## config.mk

```make
export PLATFORM = sky130hd
export DESIGN_NAME = picp_top
export DESIGN_NICKNAME = d
export VERILOG_FILES = /design/src/picp_pkg.sv /design/src/picp_top.sv /design/src/picp_edge.sv /design/src/picp_cnt.sv
export SDC_FILE = /design/constraint.sdc
export NUM_CORES = 1
export LEC_CHECK = 0
export BUFFER_PORTS_ARGS = -buffer_cell sky130_fd_sc_hd__buf_2
export CAP_MARGIN = 20
export CORE_AREA = 2 2 183 185
export CTS_CLUSTER_DIAMETER = 100
export DETAILED_ROUTE_END_ITERATION = 16
export DIE_AREA = 0 0 185 187
export PLACE_DENSITY = 0.51
export SYNTH_ARGS = -nofsm -noshare
export SYNTH_HDL_FRONTEND = slang
export SYNTH_SLANG_ARGS = --single-unit
```

## constraint.sdc

```tcl
create_clock -name mclk_i -period 7.54 [get_ports mclk_i]
set_clock_uncertainty 0.1 [all_clocks]
set_input_delay 0.377 -clock mclk_i [delete_from_list [all_inputs] [get_ports mclk_i]]
set_output_delay 0.377 -clock mclk_i [all_outputs]
set_load 0.05 [all_outputs]
```

## src/picp_pkg.sv

```systemverilog
// Constants shared by the pulse input counter pair
`default_nettype none
package picp_pkg;
	// Register bus geometry
	localparam int unsigned ADDR_W      = 8;
	localparam int unsigned DATA_W      = 32;
	localparam int unsigned CNT_W       = 16;
	localparam int unsigned CASC_W      = 32;
	localparam int unsigned PIN_N       = 8;
	// Register byte offsets
	localparam logic [7:0]  OFS_CFG     = 8'h00;
	localparam logic [7:0]  OFS_CTRL    = 8'h04;
	localparam logic [7:0]  OFS_SP1     = 8'h08;
	localparam logic [7:0]  OFS_SP2     = 8'h0C;
	localparam logic [7:0]  OFS_CNT1    = 8'h10;
	localparam logic [7:0]  OFS_CNT2    = 8'h14;
	localparam logic [7:0]  OFS_STAT    = 8'h18;
	localparam logic [7:0]  OFS_PINS    = 8'h1C;
	// Configuration register fields
	localparam int unsigned CFG_MODE_LSB  = 0;
	localparam int unsigned CFG_PINCTL    = 2;
	localparam logic [1:0]  MODE_UP16     = 2'h0;
	localparam logic [1:0]  MODE_DOWN16   = 2'h1;
	localparam logic [1:0]  MODE_DOWN32   = 2'h2;
	localparam logic [1:0]  MODE_OFF      = 2'h3;
	// Control register fields, two bits each, counter 1 in the lower bit
	localparam int unsigned CTRL_PAUSE_LSB  = 0;
	localparam int unsigned CTRL_CLRCNT_LSB = 2;
	localparam int unsigned CTRL_CLROUT_LSB = 4;
	localparam int unsigned CTRL_W          = 6;
	// Input channel roles
	localparam int unsigned PIN_CNT_LSB     = 0;
	localparam int unsigned PIN_PAUSE_LSB   = 2;
	localparam int unsigned PIN_CLRCNT_LSB  = 4;
	localparam int unsigned PIN_CLROUT_LSB  = 6;
	// Status register fields
	localparam int unsigned STAT_OUT_LSB    = 0;
	localparam int unsigned STAT_IMG_LSB    = 2;
	localparam int unsigned STAT_PAUSE_LSB  = 4;
	// Reset values
	localparam logic [1:0]        RST_MODE  = MODE_UP16;
	localparam logic              RST_PINCTL = 1'b0;
	localparam logic [CTRL_W-1:0] RST_CTRL  = 6'h00;
	localparam logic [CNT_W-1:0]  RST_SP    = 16'h0000;
endpackage
`default_nettype wire

```

## src/picp_top.sv

```systemverilog
// Pulse input counter pair on an eight channel input module
//
// Contract
// - Offer two 16-bit up, two 16-bit down, or one cascaded 32-bit down counter.
// - Up counter spans 0 to 65535, adds one per accepted pulse.
// - Up counter wraps from its limit to zero and keeps counting.
// - Up counter overflow sets its status bit in the input image.
// - In up mode the output image counter outputs always stay cleared.
// - Up mode: counter-clear rising edge zeroes count and clears status.
// - Output-clear rising edge clears status, count untouched, both modes.
// - Pause rising edge stops counting; counting resumes after its falling edge.
// - Clear controls still act while pause is asserted.
// - Down counter spans 65535 to zero, loads setpoint on start.
// - Down mode: each accepted pulse subtracts one.
// - Down counter at zero sets status, reloads setpoint, keeps counting.
// - Down mode: counter-clear rising edge restores setpoint and clears status.
// - Down mode: pause rising edge also clears the status bit.
// - Controller writes setpoint; device adopts it only on start, clear or zero.
// - Controls from output image; with pin config also from spare channels.
// - Cascaded counter spans 32 bits down, second channel without function.
// - Pin config: channels 2-3 pause, 4-5 clear count, 6-7 clear output.
`default_nettype none
module picp_top (
	// Clock and reset
	input  wire logic                        mclk_i,
	input  wire logic                        nrst_i,
	// Field input channels
	input  wire logic [picp_pkg::PIN_N-1:0]  pin_i,
	// Register port
	input  wire logic [picp_pkg::ADDR_W-1:0] addr_i,
	input  wire logic [picp_pkg::DATA_W-1:0] wdata_i,
	input  wire logic                        wr_i,
	input  wire logic                        rd_i,
	output logic      [picp_pkg::DATA_W-1:0] rdata_o,
	// Counter status outputs of the input image
	output logic      [1:0]                  stat_o
);
	localparam int unsigned DW = picp_pkg::DATA_W;
	localparam int unsigned CW = picp_pkg::CNT_W;

	// Pin synchroniser; first stage feeds only the second
	logic [picp_pkg::PIN_N-1:0] pin_meta;
	logic [picp_pkg::PIN_N-1:0] pin_sync;

	always_ff @(posedge mclk_i or negedge nrst_i) begin
		if (!nrst_i) begin
			pin_meta <= '0;
			pin_sync <= '0;
		end else begin
			pin_meta <= pin_i;
			pin_sync <= pin_meta;
		end
	end

	// Software registers
	logic [1:0]                  cfg_mode;
	logic                        cfg_pinctl;
	logic [picp_pkg::CTRL_W-1:0] ctrl;
	logic [CW-1:0]               sp1;
	logic [CW-1:0]               sp2;
	logic                        start;

	wire sel_cfg  = (addr_i == picp_pkg::OFS_CFG);
	wire sel_ctrl = (addr_i == picp_pkg::OFS_CTRL);
	wire sel_sp1  = (addr_i == picp_pkg::OFS_SP1);
	wire sel_sp2  = (addr_i == picp_pkg::OFS_SP2);
	wire sel_cnt1 = (addr_i == picp_pkg::OFS_CNT1);
	wire sel_cnt2 = (addr_i == picp_pkg::OFS_CNT2);
	wire sel_stat = (addr_i == picp_pkg::OFS_STAT);
	wire sel_pins = (addr_i == picp_pkg::OFS_PINS);

	always_ff @(posedge mclk_i or negedge nrst_i) begin
		if (!nrst_i) begin
			cfg_mode   <= picp_pkg::RST_MODE;
			cfg_pinctl <= picp_pkg::RST_PINCTL;
			ctrl       <= picp_pkg::RST_CTRL;
			sp1        <= picp_pkg::RST_SP;
			sp2        <= picp_pkg::RST_SP;
			start      <= 1'b0;
		end else begin
			// Any configuration write restarts the counters
			start <= wr_i & sel_cfg;
			if (wr_i && sel_cfg) begin
				cfg_mode   <= wdata_i[picp_pkg::CFG_MODE_LSB +: 2];
				cfg_pinctl <= wdata_i[picp_pkg::CFG_PINCTL];
			end
			if (wr_i && sel_ctrl) begin
				ctrl <= wdata_i[picp_pkg::CTRL_W-1:0];
			end
			if (wr_i && sel_sp1) begin
				sp1 <= wdata_i[CW-1:0];
			end
			if (wr_i && sel_sp2) begin
				sp2 <= wdata_i[CW-1:0];
			end
		end
	end

	// Mode decode
	wire en16   = (cfg_mode == picp_pkg::MODE_UP16) || (cfg_mode == picp_pkg::MODE_DOWN16);
	wire down16 = (cfg_mode == picp_pkg::MODE_DOWN16);
	wire en32   = (cfg_mode == picp_pkg::MODE_DOWN32);

	// Control levels: image bit ORed with the spare channel when pin config is set
	wire [1:0] pin_gate = cfg_pinctl ? 2'h3 : 2'h0;
	wire [1:0] pause_lvl  = ctrl[picp_pkg::CTRL_PAUSE_LSB +: 2]
		| (pin_sync[picp_pkg::PIN_PAUSE_LSB +: 2] & pin_gate);
	wire [1:0] clrcnt_lvl = ctrl[picp_pkg::CTRL_CLRCNT_LSB +: 2]
		| (pin_sync[picp_pkg::PIN_CLRCNT_LSB +: 2] & pin_gate);
	wire [1:0] clrout_lvl = ctrl[picp_pkg::CTRL_CLROUT_LSB +: 2]
		| (pin_sync[picp_pkg::PIN_CLROUT_LSB +: 2] & pin_gate);
	wire [1:0] cnt_lvl    = pin_sync[picp_pkg::PIN_CNT_LSB +: 2];

	logic [7:0] rise;
	logic [7:0] fall;

	picp_edge #(
		.W (8)
	) u_edge (
		.mclk_i (mclk_i),
		.nrst_i (nrst_i),
		.lvl_i  ({clrout_lvl, clrcnt_lvl, pause_lvl, cnt_lvl}),
		.rise_o (rise),
		.fall_o (fall)
	);

	wire [1:0] cnt_rise    = rise[1:0];
	wire [1:0] pause_rise  = rise[3:2];
	wire [1:0] pause_fall  = fall[3:2];
	wire [1:0] clrcnt_rise = rise[5:4];
	wire [1:0] clrout_rise = rise[7:6];

	// Two 16-bit slices and one cascaded slice
	logic [CW-1:0]                cnt_a;
	logic [CW-1:0]                cnt_b;
	logic [picp_pkg::CASC_W-1:0]  cnt_c;
	logic [2:0]                   st;
	logic [2:0]                   pz;

	picp_cnt #(
		.W (CW)
	) u_cnt_a (
		.mclk_i       (mclk_i),
		.nrst_i       (nrst_i),
		.en_i         (en16),
		.down_i       (down16),
		.start_i      (start),
		.setpoint_i   (sp1),
		.pulse_i      (cnt_rise[0]),
		.pause_rise_i (pause_rise[0]),
		.pause_fall_i (pause_fall[0]),
		.clr_cnt_i    (clrcnt_rise[0]),
		.clr_out_i    (clrout_rise[0]),
		.count_o      (cnt_a),
		.status_o     (st[0]),
		.paused_o     (pz[0])
	);

	picp_cnt #(
		.W (CW)
	) u_cnt_b (
		.mclk_i       (mclk_i),
		.nrst_i       (nrst_i),
		.en_i         (en16),
		.down_i       (down16),
		.start_i      (start),
		.setpoint_i   (sp2),
		.pulse_i      (cnt_rise[1]),
		.pause_rise_i (pause_rise[1]),
		.pause_fall_i (pause_fall[1]),
		.clr_cnt_i    (clrcnt_rise[1]),
		.clr_out_i    (clrout_rise[1]),
		.count_o      (cnt_b),
		.status_o     (st[1]),
		.paused_o     (pz[1])
	);

	// Cascade uses channel 0 and the counter 1 controls only
	picp_cnt #(
		.W (picp_pkg::CASC_W)
	) u_cnt_c (
		.mclk_i       (mclk_i),
		.nrst_i       (nrst_i),
		.en_i         (en32),
		.down_i       (1'b1),
		.start_i      (start),
		.setpoint_i   ({sp2, sp1}),
		.pulse_i      (cnt_rise[0]),
		.pause_rise_i (pause_rise[0]),
		.pause_fall_i (pause_fall[0]),
		.clr_cnt_i    (clrcnt_rise[0]),
		.clr_out_i    (clrout_rise[0]),
		.count_o      (cnt_c),
		.status_o     (st[2]),
		.paused_o     (pz[2])
	);

	// Input image view
	wire [1:0]    out_bits   = en32 ? {1'b0, st[2]} : st[1:0];
	wire [1:0]    pause_bits = en32 ? {1'b0, pz[2]} : pz[1:0];
	// Output image counter outputs are never set by the device
	wire [1:0]    img_bits   = 2'h0;
	wire [CW-1:0] cnt1_view  = en32 ? cnt_c[CW-1:0] : cnt_a;
	wire [CW-1:0] cnt2_view  = en32 ? cnt_c[picp_pkg::CASC_W-1:CW] : cnt_b;

	wire [DW-1:0] rd_cfg  = DW'({cfg_pinctl, cfg_mode});
	wire [DW-1:0] rd_stat = DW'({pause_bits, img_bits, out_bits});
	wire [DW-1:0] rd_mux  =
		sel_cfg  ? rd_cfg :
		sel_ctrl ? DW'(ctrl) :
		sel_sp1  ? DW'(sp1) :
		sel_sp2  ? DW'(sp2) :
		sel_cnt1 ? DW'(cnt1_view) :
		sel_cnt2 ? DW'(cnt2_view) :
		sel_stat ? rd_stat :
		sel_pins ? DW'(pin_sync) :
		'0;

	always_ff @(posedge mclk_i or negedge nrst_i) begin
		if (!nrst_i) begin
			rdata_o <= '0;
			stat_o  <= 2'h0;
		end else begin
			// Read data valid only in the cycle after the strobe
			rdata_o <= rd_i ? rd_mux : '0;
			stat_o  <= out_bits;
		end
	end
endmodule
`default_nettype wire

```

## src/picp_edge.sv

```systemverilog
// Rising and falling edge detector for a group of synchronous levels
`default_nettype none
module picp_edge #(
	parameter int unsigned W = 8
) (
	// Clock and reset
	input  wire logic         mclk_i,
	input  wire logic         nrst_i,
	// Levels in, one-cycle edge pulses out
	input  wire logic [W-1:0] lvl_i,
	output logic      [W-1:0] rise_o,
	output logic      [W-1:0] fall_o
);
	logic [W-1:0] prev;

	always_ff @(posedge mclk_i or negedge nrst_i) begin
		if (!nrst_i) begin
			prev <= '0;
		end else begin
			prev <= lvl_i;
		end
	end

	// One pulse per transition
	assign rise_o = lvl_i & ~prev;
	assign fall_o = ~lvl_i & prev;
endmodule
`default_nettype wire

```

## src/picp_cnt.sv

```systemverilog
// One counter slice: up with wrap or periodic down with setpoint reload
`default_nettype none
module picp_cnt #(
	parameter int unsigned W = 16
) (
	// Clock and reset
	input  wire logic         mclk_i,
	input  wire logic         nrst_i,
	// Mode
	input  wire logic         en_i,
	input  wire logic         down_i,
	input  wire logic         start_i,
	input  wire logic [W-1:0] setpoint_i,
	// Edge pulses
	input  wire logic         pulse_i,
	input  wire logic         pause_rise_i,
	input  wire logic         pause_fall_i,
	input  wire logic         clr_cnt_i,
	input  wire logic         clr_out_i,
	// State
	output logic      [W-1:0] count_o,
	output logic              status_o,
	output logic              paused_o
);
	localparam logic [W-1:0] ONE = W'(1);
	localparam logic [W-1:0] MAX = '1;

	logic [W-1:0] next_count;
	logic         next_status;
	logic         next_paused;
	logic         accept;
	logic [W-1:0] reload;

	assign reload = down_i ? setpoint_i : '0;
	// The pausing edge itself already blocks a pulse
	assign accept = pulse_i & ~paused_o & ~pause_rise_i;

	always_comb begin
		next_paused = paused_o;
		if (pause_rise_i) begin
			next_paused = 1'b1;
		end else if (pause_fall_i) begin
			next_paused = 1'b0;
		end
		next_count  = count_o;
		next_status = status_o;
		if (!en_i) begin
			next_count  = '0;
			next_status = 1'b0;
			next_paused = 1'b0;
		end else if (start_i) begin
			next_count  = reload;
			next_status = 1'b0;
		end else if (clr_cnt_i) begin
			// Acts regardless of pause
			next_count  = reload;
			next_status = 1'b0;
		end else begin
			if (clr_out_i || (down_i && pause_rise_i)) begin
				next_status = 1'b0;
			end
			if (accept && !down_i) begin
				next_count = count_o + ONE;
				if (count_o == MAX) begin
					next_status = 1'b1;
				end
			end else if (accept) begin
				if (count_o <= ONE) begin
					next_count  = setpoint_i;
					next_status = 1'b1;
				end else begin
					next_count = count_o - ONE;
				end
			end
		end
	end

	always_ff @(posedge mclk_i or negedge nrst_i) begin
		if (!nrst_i) begin
			count_o  <= '0;
			status_o <= 1'b0;
			paused_o <= 1'b0;
		end else begin
			count_o  <= next_count;
			status_o <= next_status;
			paused_o <= next_paused;
		end
	end
endmodule
`default_nettype wire

```

==> metrics, run 1 <==
status=finished, final reports clean; Post-DP Area=10,200 um2; area occupied by multi-input gates=5310 um2; chip height=187 um; Die ar.=34,600 um2; Mapped Area=9630 um2; hold_sp=wdata_i[14]; Slew headroom=28.4%; reg2reg path depth=6; Crit path required time=7.76 ns; FMAX=0.292 GHz; Clock Sinks=154; diode count=0; Setup TNS=0 ns; cell type with the largest total area after synthesis=dfrtp_1; switch share=39.9%; Die Width=185 um; initial antenna violation count=0; Final Cell Area=10,900 um2; post-synthesis register bit count=154; share of the synthesized area in the top cell type=40.0%; clock-pin slew on the worst setup and hold paths=0.07 ns; yosys warns=0; max-cap violation count=0; final hold vios=0; Vias=8,853; clock root buffer=clkbuf_16; CP Class=reg -> reg; Port-buffer cells=53; drt pass-1 iters=5; vias per inst=5.59; worst hold path stage count=2; CP arrival=3.64 ns; initial core utilization=29.3%; Reg2Reg Launch Point=u_cnt_c.count_o[21]; vias in the first global route=8,260; drt total wl=32,800 um; final worst slack=4.12 ns; Max clock buf depth=2; sequential-to-total area share from yosys stat=40.0%; dpl ws=3.70 ns; Final Wtd Congestion=0.886; Slew @ Worst Pin=1.07 ns; hold slack final=0.0835 ns; HP Class=in -> reg; Core Footprint=32,900 um2; period utilisation layout=45.3%; Sequential Power Share=38.0%; Antenna Violating Nets Remaining=0; Post-synth EDFFs=0; fin cells=1,583; CP Launch Point=u_cnt_c.count_o[21]; remaining global-route overflow=0; most common cell in the netlist=dfrtp_1; RSZ-0062 raised after global routing=false; Storage cell area=3850 um2; synthesized instance count=1,099; Tot GR Track Use=19.1%; Logic pwr share=32.3%; wire per inst=20.7 um; Reg2Reg Setup Slack=4.12 ns; Worst-Skew Late Latency=0.44 ns; Crit Path Max Fanout=13; Final Slew Violations=0; Post-CTS Setup Inserts=0; DPL Wire Length=23,200 um; initial DRC count=827; Synth area leaders=dfrtp_1 (40%), mux2_2 (5.1%), a21oi_1 (4.2%); asr flop ratio synth=100%; synth-to-layout area growth=13.1%; Setup-failing EPs final=0; top_reg_cell synth=dfrtp_1; Core Util, Final=33.1%; largest net degree at the start of global routing=99; fill count=3,468; dpl cells=1,541; syn avg cell area=8.76 um2; proportion of layout cells with a drive suffix above 1=14.9%; Lkg Pwr=4.78 nW; Site Rows=67; first-pass GRT wire length=50,700 um; Total Power=2.92 mW; min Tclk post-route=3.42 ns; Crit. End Element=register; TritonCTS clock tree=done; worst ir drop on vdd=0.107 mV; P_sw=1.17 mW; # IOs=86; Pwr per Cell Area=268 nW/um2; CP Launch Type=register; CTS Buf Count=17; Clock Power Share=29.7%; Yosys cell types=83; synth cell count leaders=dfrtp_1 (154), nand2_1 (102), nor2_1 (88); drt drc=0; H-tree Lvls=4; nets=1,182; Internal Power=1.75 mW
worst max-delay path, stage by stage (launching register included):
cell and delay, ns:
dfrtp_1 0.46, or3_1 0.40, nor4_1 0.48, nand4b_1 0.39, o21ai_1 0.91, o21ai_0 0.21
a311o_1 0.35
path summary, 6_finish.rpt:
path | endpoint
worst max-delay path | u_cnt_c.count_o[28]
worst min-delay path | sp1[14]
worst max register to register | u_cnt_c.count_o[28]
worst min register to register | pin_sync[0]
max in group asynchronous | sp1[4]
min in group asynchronous | u_cnt_b.count_o[10]
power groups by stage:
stage | logic [mW] | clock network (mW) | registers, mW
finish | 0.944 | 0.867 | 1.11
global route | 1.04 | 0.920 | 1.12
CTS | 0.936 | 0.885 | 1.10
detailed placement | 0.926 | 0 | 1.12
global placement | 0.919 | 0 | 1.12
floorplan | 0.788 | 0 | 0.996
registers in the layout (all words and copies together), names as in the netlist, 2 cells and up:
| name | count |
|---|---|
| pin_sync | 8 |
| sp2 | 16 |
| ctrl | 6 |
| rdata_o | 16 |
| u_cnt_c.count_o | 32 |
| stat_o | 2 |
| u_edge.prev | 8 |
| pin_meta | 8 |
| cfg_mode | 2 |
| u_cnt_b.count_o | 16 |
| sp1 | 16 |
| u_cnt_a.count_o | 16 |
repair_timing:
action                    in CTS  in global routing
hold endpoints to repair      17                  0
resized for setup              0                  0
hold buffers                   9                  0
cell families (layout without fill, tap and decap cells):
logic type | Yosys count | count (layout) | share of synthesized area [%]
compound gates | 332 | 332 | 22.0
mux | 70 | 70 | 7.85
simple gates | 395 | 395 | 21.3
flops | 154 | 154 | 40.0
fa+ha+maj | 10 | 10 | 1.25
other cells | 1 | 16 | 0.0390
xor+xnor | 24 | 24 | 2.18
buf+inv | 113 | 134 | 5.39
layout by cell type, fill, tap and decap left out, types with 23 or more instances in the layout:
cell	netlist	final
a21oi_1	81	81
buf_2	16	52
dfrtp_1	154	154
inv_1	23	23
mux2_2	44	44
mux2i_1	26	26
nand2_1	102	102
nand3_1	31	31
nor2_1	88	88
nor3_1	52	52
o21ai_0	75	75
o21ai_1	23	23
area by class of cell:
cell class	instances	area share (%)
multi-input cells	847	48.8
flip-flops and latches	154	35.4
well taps	448	5.15
repair buffers	79	4.53
clock buffers	18	3.94
clock inverters	14	1.39
inverters	23	0.793
metal layers:
metal  share of wire [%]  GRT usage (%)  vias up
li1                    -              -     4098
met1                  48           28.5     4367
met2                  44           28.5      346
met3                 5.4           2.57       42
met4                 2.1           5.65        0
met5                   0              0        -
Note: power is estimated with default switching activity, not from simulation.
==> run 2: changes to the inputs <==
--- a/config.mk
+++ b/config.mk
@@ -11,7 +11,7 @@
 export CTS_CLUSTER_DIAMETER = 100
 export DETAILED_ROUTE_END_ITERATION = 16
 export DIE_AREA = 0 0 185 187
-export PLACE_DENSITY = 0.51
+export PLACE_DENSITY = 0.53
 export SYNTH_ARGS = -nofsm -noshare
 export SYNTH_HDL_FRONTEND = slang
 export SYNTH_SLANG_ARGS = --single-unit
==> constraint.sdc (replaced) <==
create_clock -name mclk_i -period 2.88 [get_ports mclk_i]
set_clock_uncertainty 0.1 [all_clocks]
set_input_delay 0.144 -clock mclk_i [delete_from_list [all_inputs] [get_ports mclk_i]]
set_output_delay 0.144 -clock mclk_i [all_outputs]
set_load 0.05 [all_outputs]
==> metrics, run 2 (synthesis gave the netlist of run 1 again) <==
status=finished, final reports clean; RSZ-0062 raised after global routing=false; Site Rows=67 (unchanged); worst ir drop on vdd=0.350 mV (+230%); leading cell types in the layout, fill and taps excluded=dfrtp_1 (154), nand2_1 (102), nor2_1 (88); TritonCTS clock tree=done; Slew headroom=31.0% (+2.6 points); drt drc=0 (unchanged); Crit path required time=3.10 ns (-4.66 ns); wire per inst=20.0 um (-3.5%); clock-pin slew on the worst setup and hold paths=0.07 ns (about the same); period utilisation layout=93.5% (+48 points); Port-buffer cells=53 (unchanged); remaining global-route overflow=0 (unchanged); Antenna Violating Nets Remaining=0 (unchanged); dpl ws=0.207 ns (-3.49 ns); Die ar.=34,600 um2 (unchanged); initial antenna violation count=0 (unchanged); Setup-failing EPs final=0 (unchanged); Setup TNS=0 ns (unchanged); Total Power=7.98 mW (+170%); Final Slew Violations=0 (unchanged); clock root buffer=clkbuf_16; synth-to-layout area growth=20.6%; nets=1,267 (+7.2%); Post-CTS Setup Inserts=0 (unchanged); max FFs per register=32 (unchanged); # hold bufs at CTS=29 (+20); hold slack final=0.0540 ns (-0.0294 ns); Worst-Skew Late Latency=0.44 ns (about the same); Crit. End Element=register; FMAX=0.371 GHz (+27%); Crit Path Max Fanout=33 (+20); min Tclk post-route=2.69 ns (-0.726 ns); final worst slack=0.187 ns (-3.93 ns); CTS Buf Count=17 (unchanged); Lkg Pwr=5.21 nW (+8.9%); drt pass-1 iters=5 (unchanged); Vias=9,267 (+4.7%); HP Class=in -> reg; Post-DP Area=10,700 um2 (+5.2%); max-cap violation count=0 (unchanged); most common cell after layout, fill and taps aside=dfrtp_1; Final Cell Area=11,600 um2 (+6.7%); final hold vios=0 (unchanged); Slew @ Worst Pin=1.03 ns (-0.0390 ns); initial DRC count=839 (+1.5%); CP arrival=2.92 ns (-0.72 ns); CP Class=reg -> reg; initial core utilization=29.3% (unchanged); vias in the first global route=8,901 (+7.8%); DPL Wire Length=24,300 um (+4.9%); Final Wtd Congestion=0.892 (+0.61%); Pwr per Cell Area=687 nW/um2 (+160%); chip height=187 um (unchanged); largest register by flop count=u_cnt_c.count_o; diode count=0 (unchanged); proportion of layout cells with a drive suffix above 1=19.2% (+4.3 points); # resized after CTS=0 (unchanged); H-tree Lvls=4 (unchanged); Max clock buf depth=2 (unchanged); Die Width=185 um (unchanged); CP Launch Type=register; Clock Sinks=154 (unchanged); first-pass GRT wire length=52,600 um (+3.7%); vias per inst=5.56 (-0.66%); largest net degree at the start of global routing=60 (-39%); # IOs=86 (unchanged); Core Footprint=32,900 um2 (unchanged); drt total wl=33,400 um (+1.7%); fill count=3,415 (-1.5%); Tot GR Track Use=19.7% (+0.62 points)
## run 2: cell type report
class / count / area (um2) / area share, %
Clock buffer: 18 / 429 / 3.70
Clock inverter: 14 / 156 / 1.35
Inverter: 23 / 86.3 / 0.743
Multi-Input combinational cell: 847 / 5310 / 45.7
Sequential cell: 154 / 3850 / 33.2
Tap cell: 448 / 561 / 4.83
Timing Repair Buffer: 164 / 1210 / 10.5
## run 2: through the flow
step / cells / util, %
finish: 1668 / 35.3
global route: 1668 / 35.3
CTS: 1668 / 35.3
detailed placement: 1607 / 32.7
global placement: 1607 / 32.7
floorplan: 1114 / -
## run 2: worst paths after layout
| path | startpoint | to | slack [ns] | depth (start not counted) |
|---|---|---|---|---|
| setup / recovery | u_cnt_c.count_o[7] | u_cnt_c.count_o[12] | 0.19 | 7 |
| max in group asynchronous | nrst_i | u_cnt_a.count_o[0] | 1.74 | 3 |
| setup reg to reg | u_cnt_c.count_o[7] | u_cnt_c.count_o[12] | 0.19 | 7 |
| hold / removal | addr_i[4] | rdata_o[5] | 0.05 | 5 |
| hold reg to reg | pin_meta[1] | pin_sync[1] | 0.25 | 0 |
| min in group asynchronous | nrst_i | u_cnt_b.count_o[12] | 0.15 | 2 |
## run 2: routing by layer
metal / vias up / global-route usage (%) / wire length (um)
li1: 4270 / - / -
met1: 4549 / 28.7 / 15600
met5: - / 0 / 0
met2: 395 / 29.7 / 14900
met4: 0 / 6.56 / 795
met3: 53 / 2.82 / 2100
## run 2: where the power goes
part	internal (mW)	switching, mW	total (mW)
Sequential	2.38	0.222	2.61
Combinational	1.25	1.85	3.10
Clock	1.23	1.04	2.27
Total	4.87	3.11	7.98
## run 2: critical path, stage by stage (launching register included)
cell and delay, ns:
dfrtp_1 0.44, or4_1 0.58, nor4_4 0.33, nand2_2 0.20, o21ai_4 0.19, buf_4 0.35, o21ai_1 0.13, a22o_1 0.24
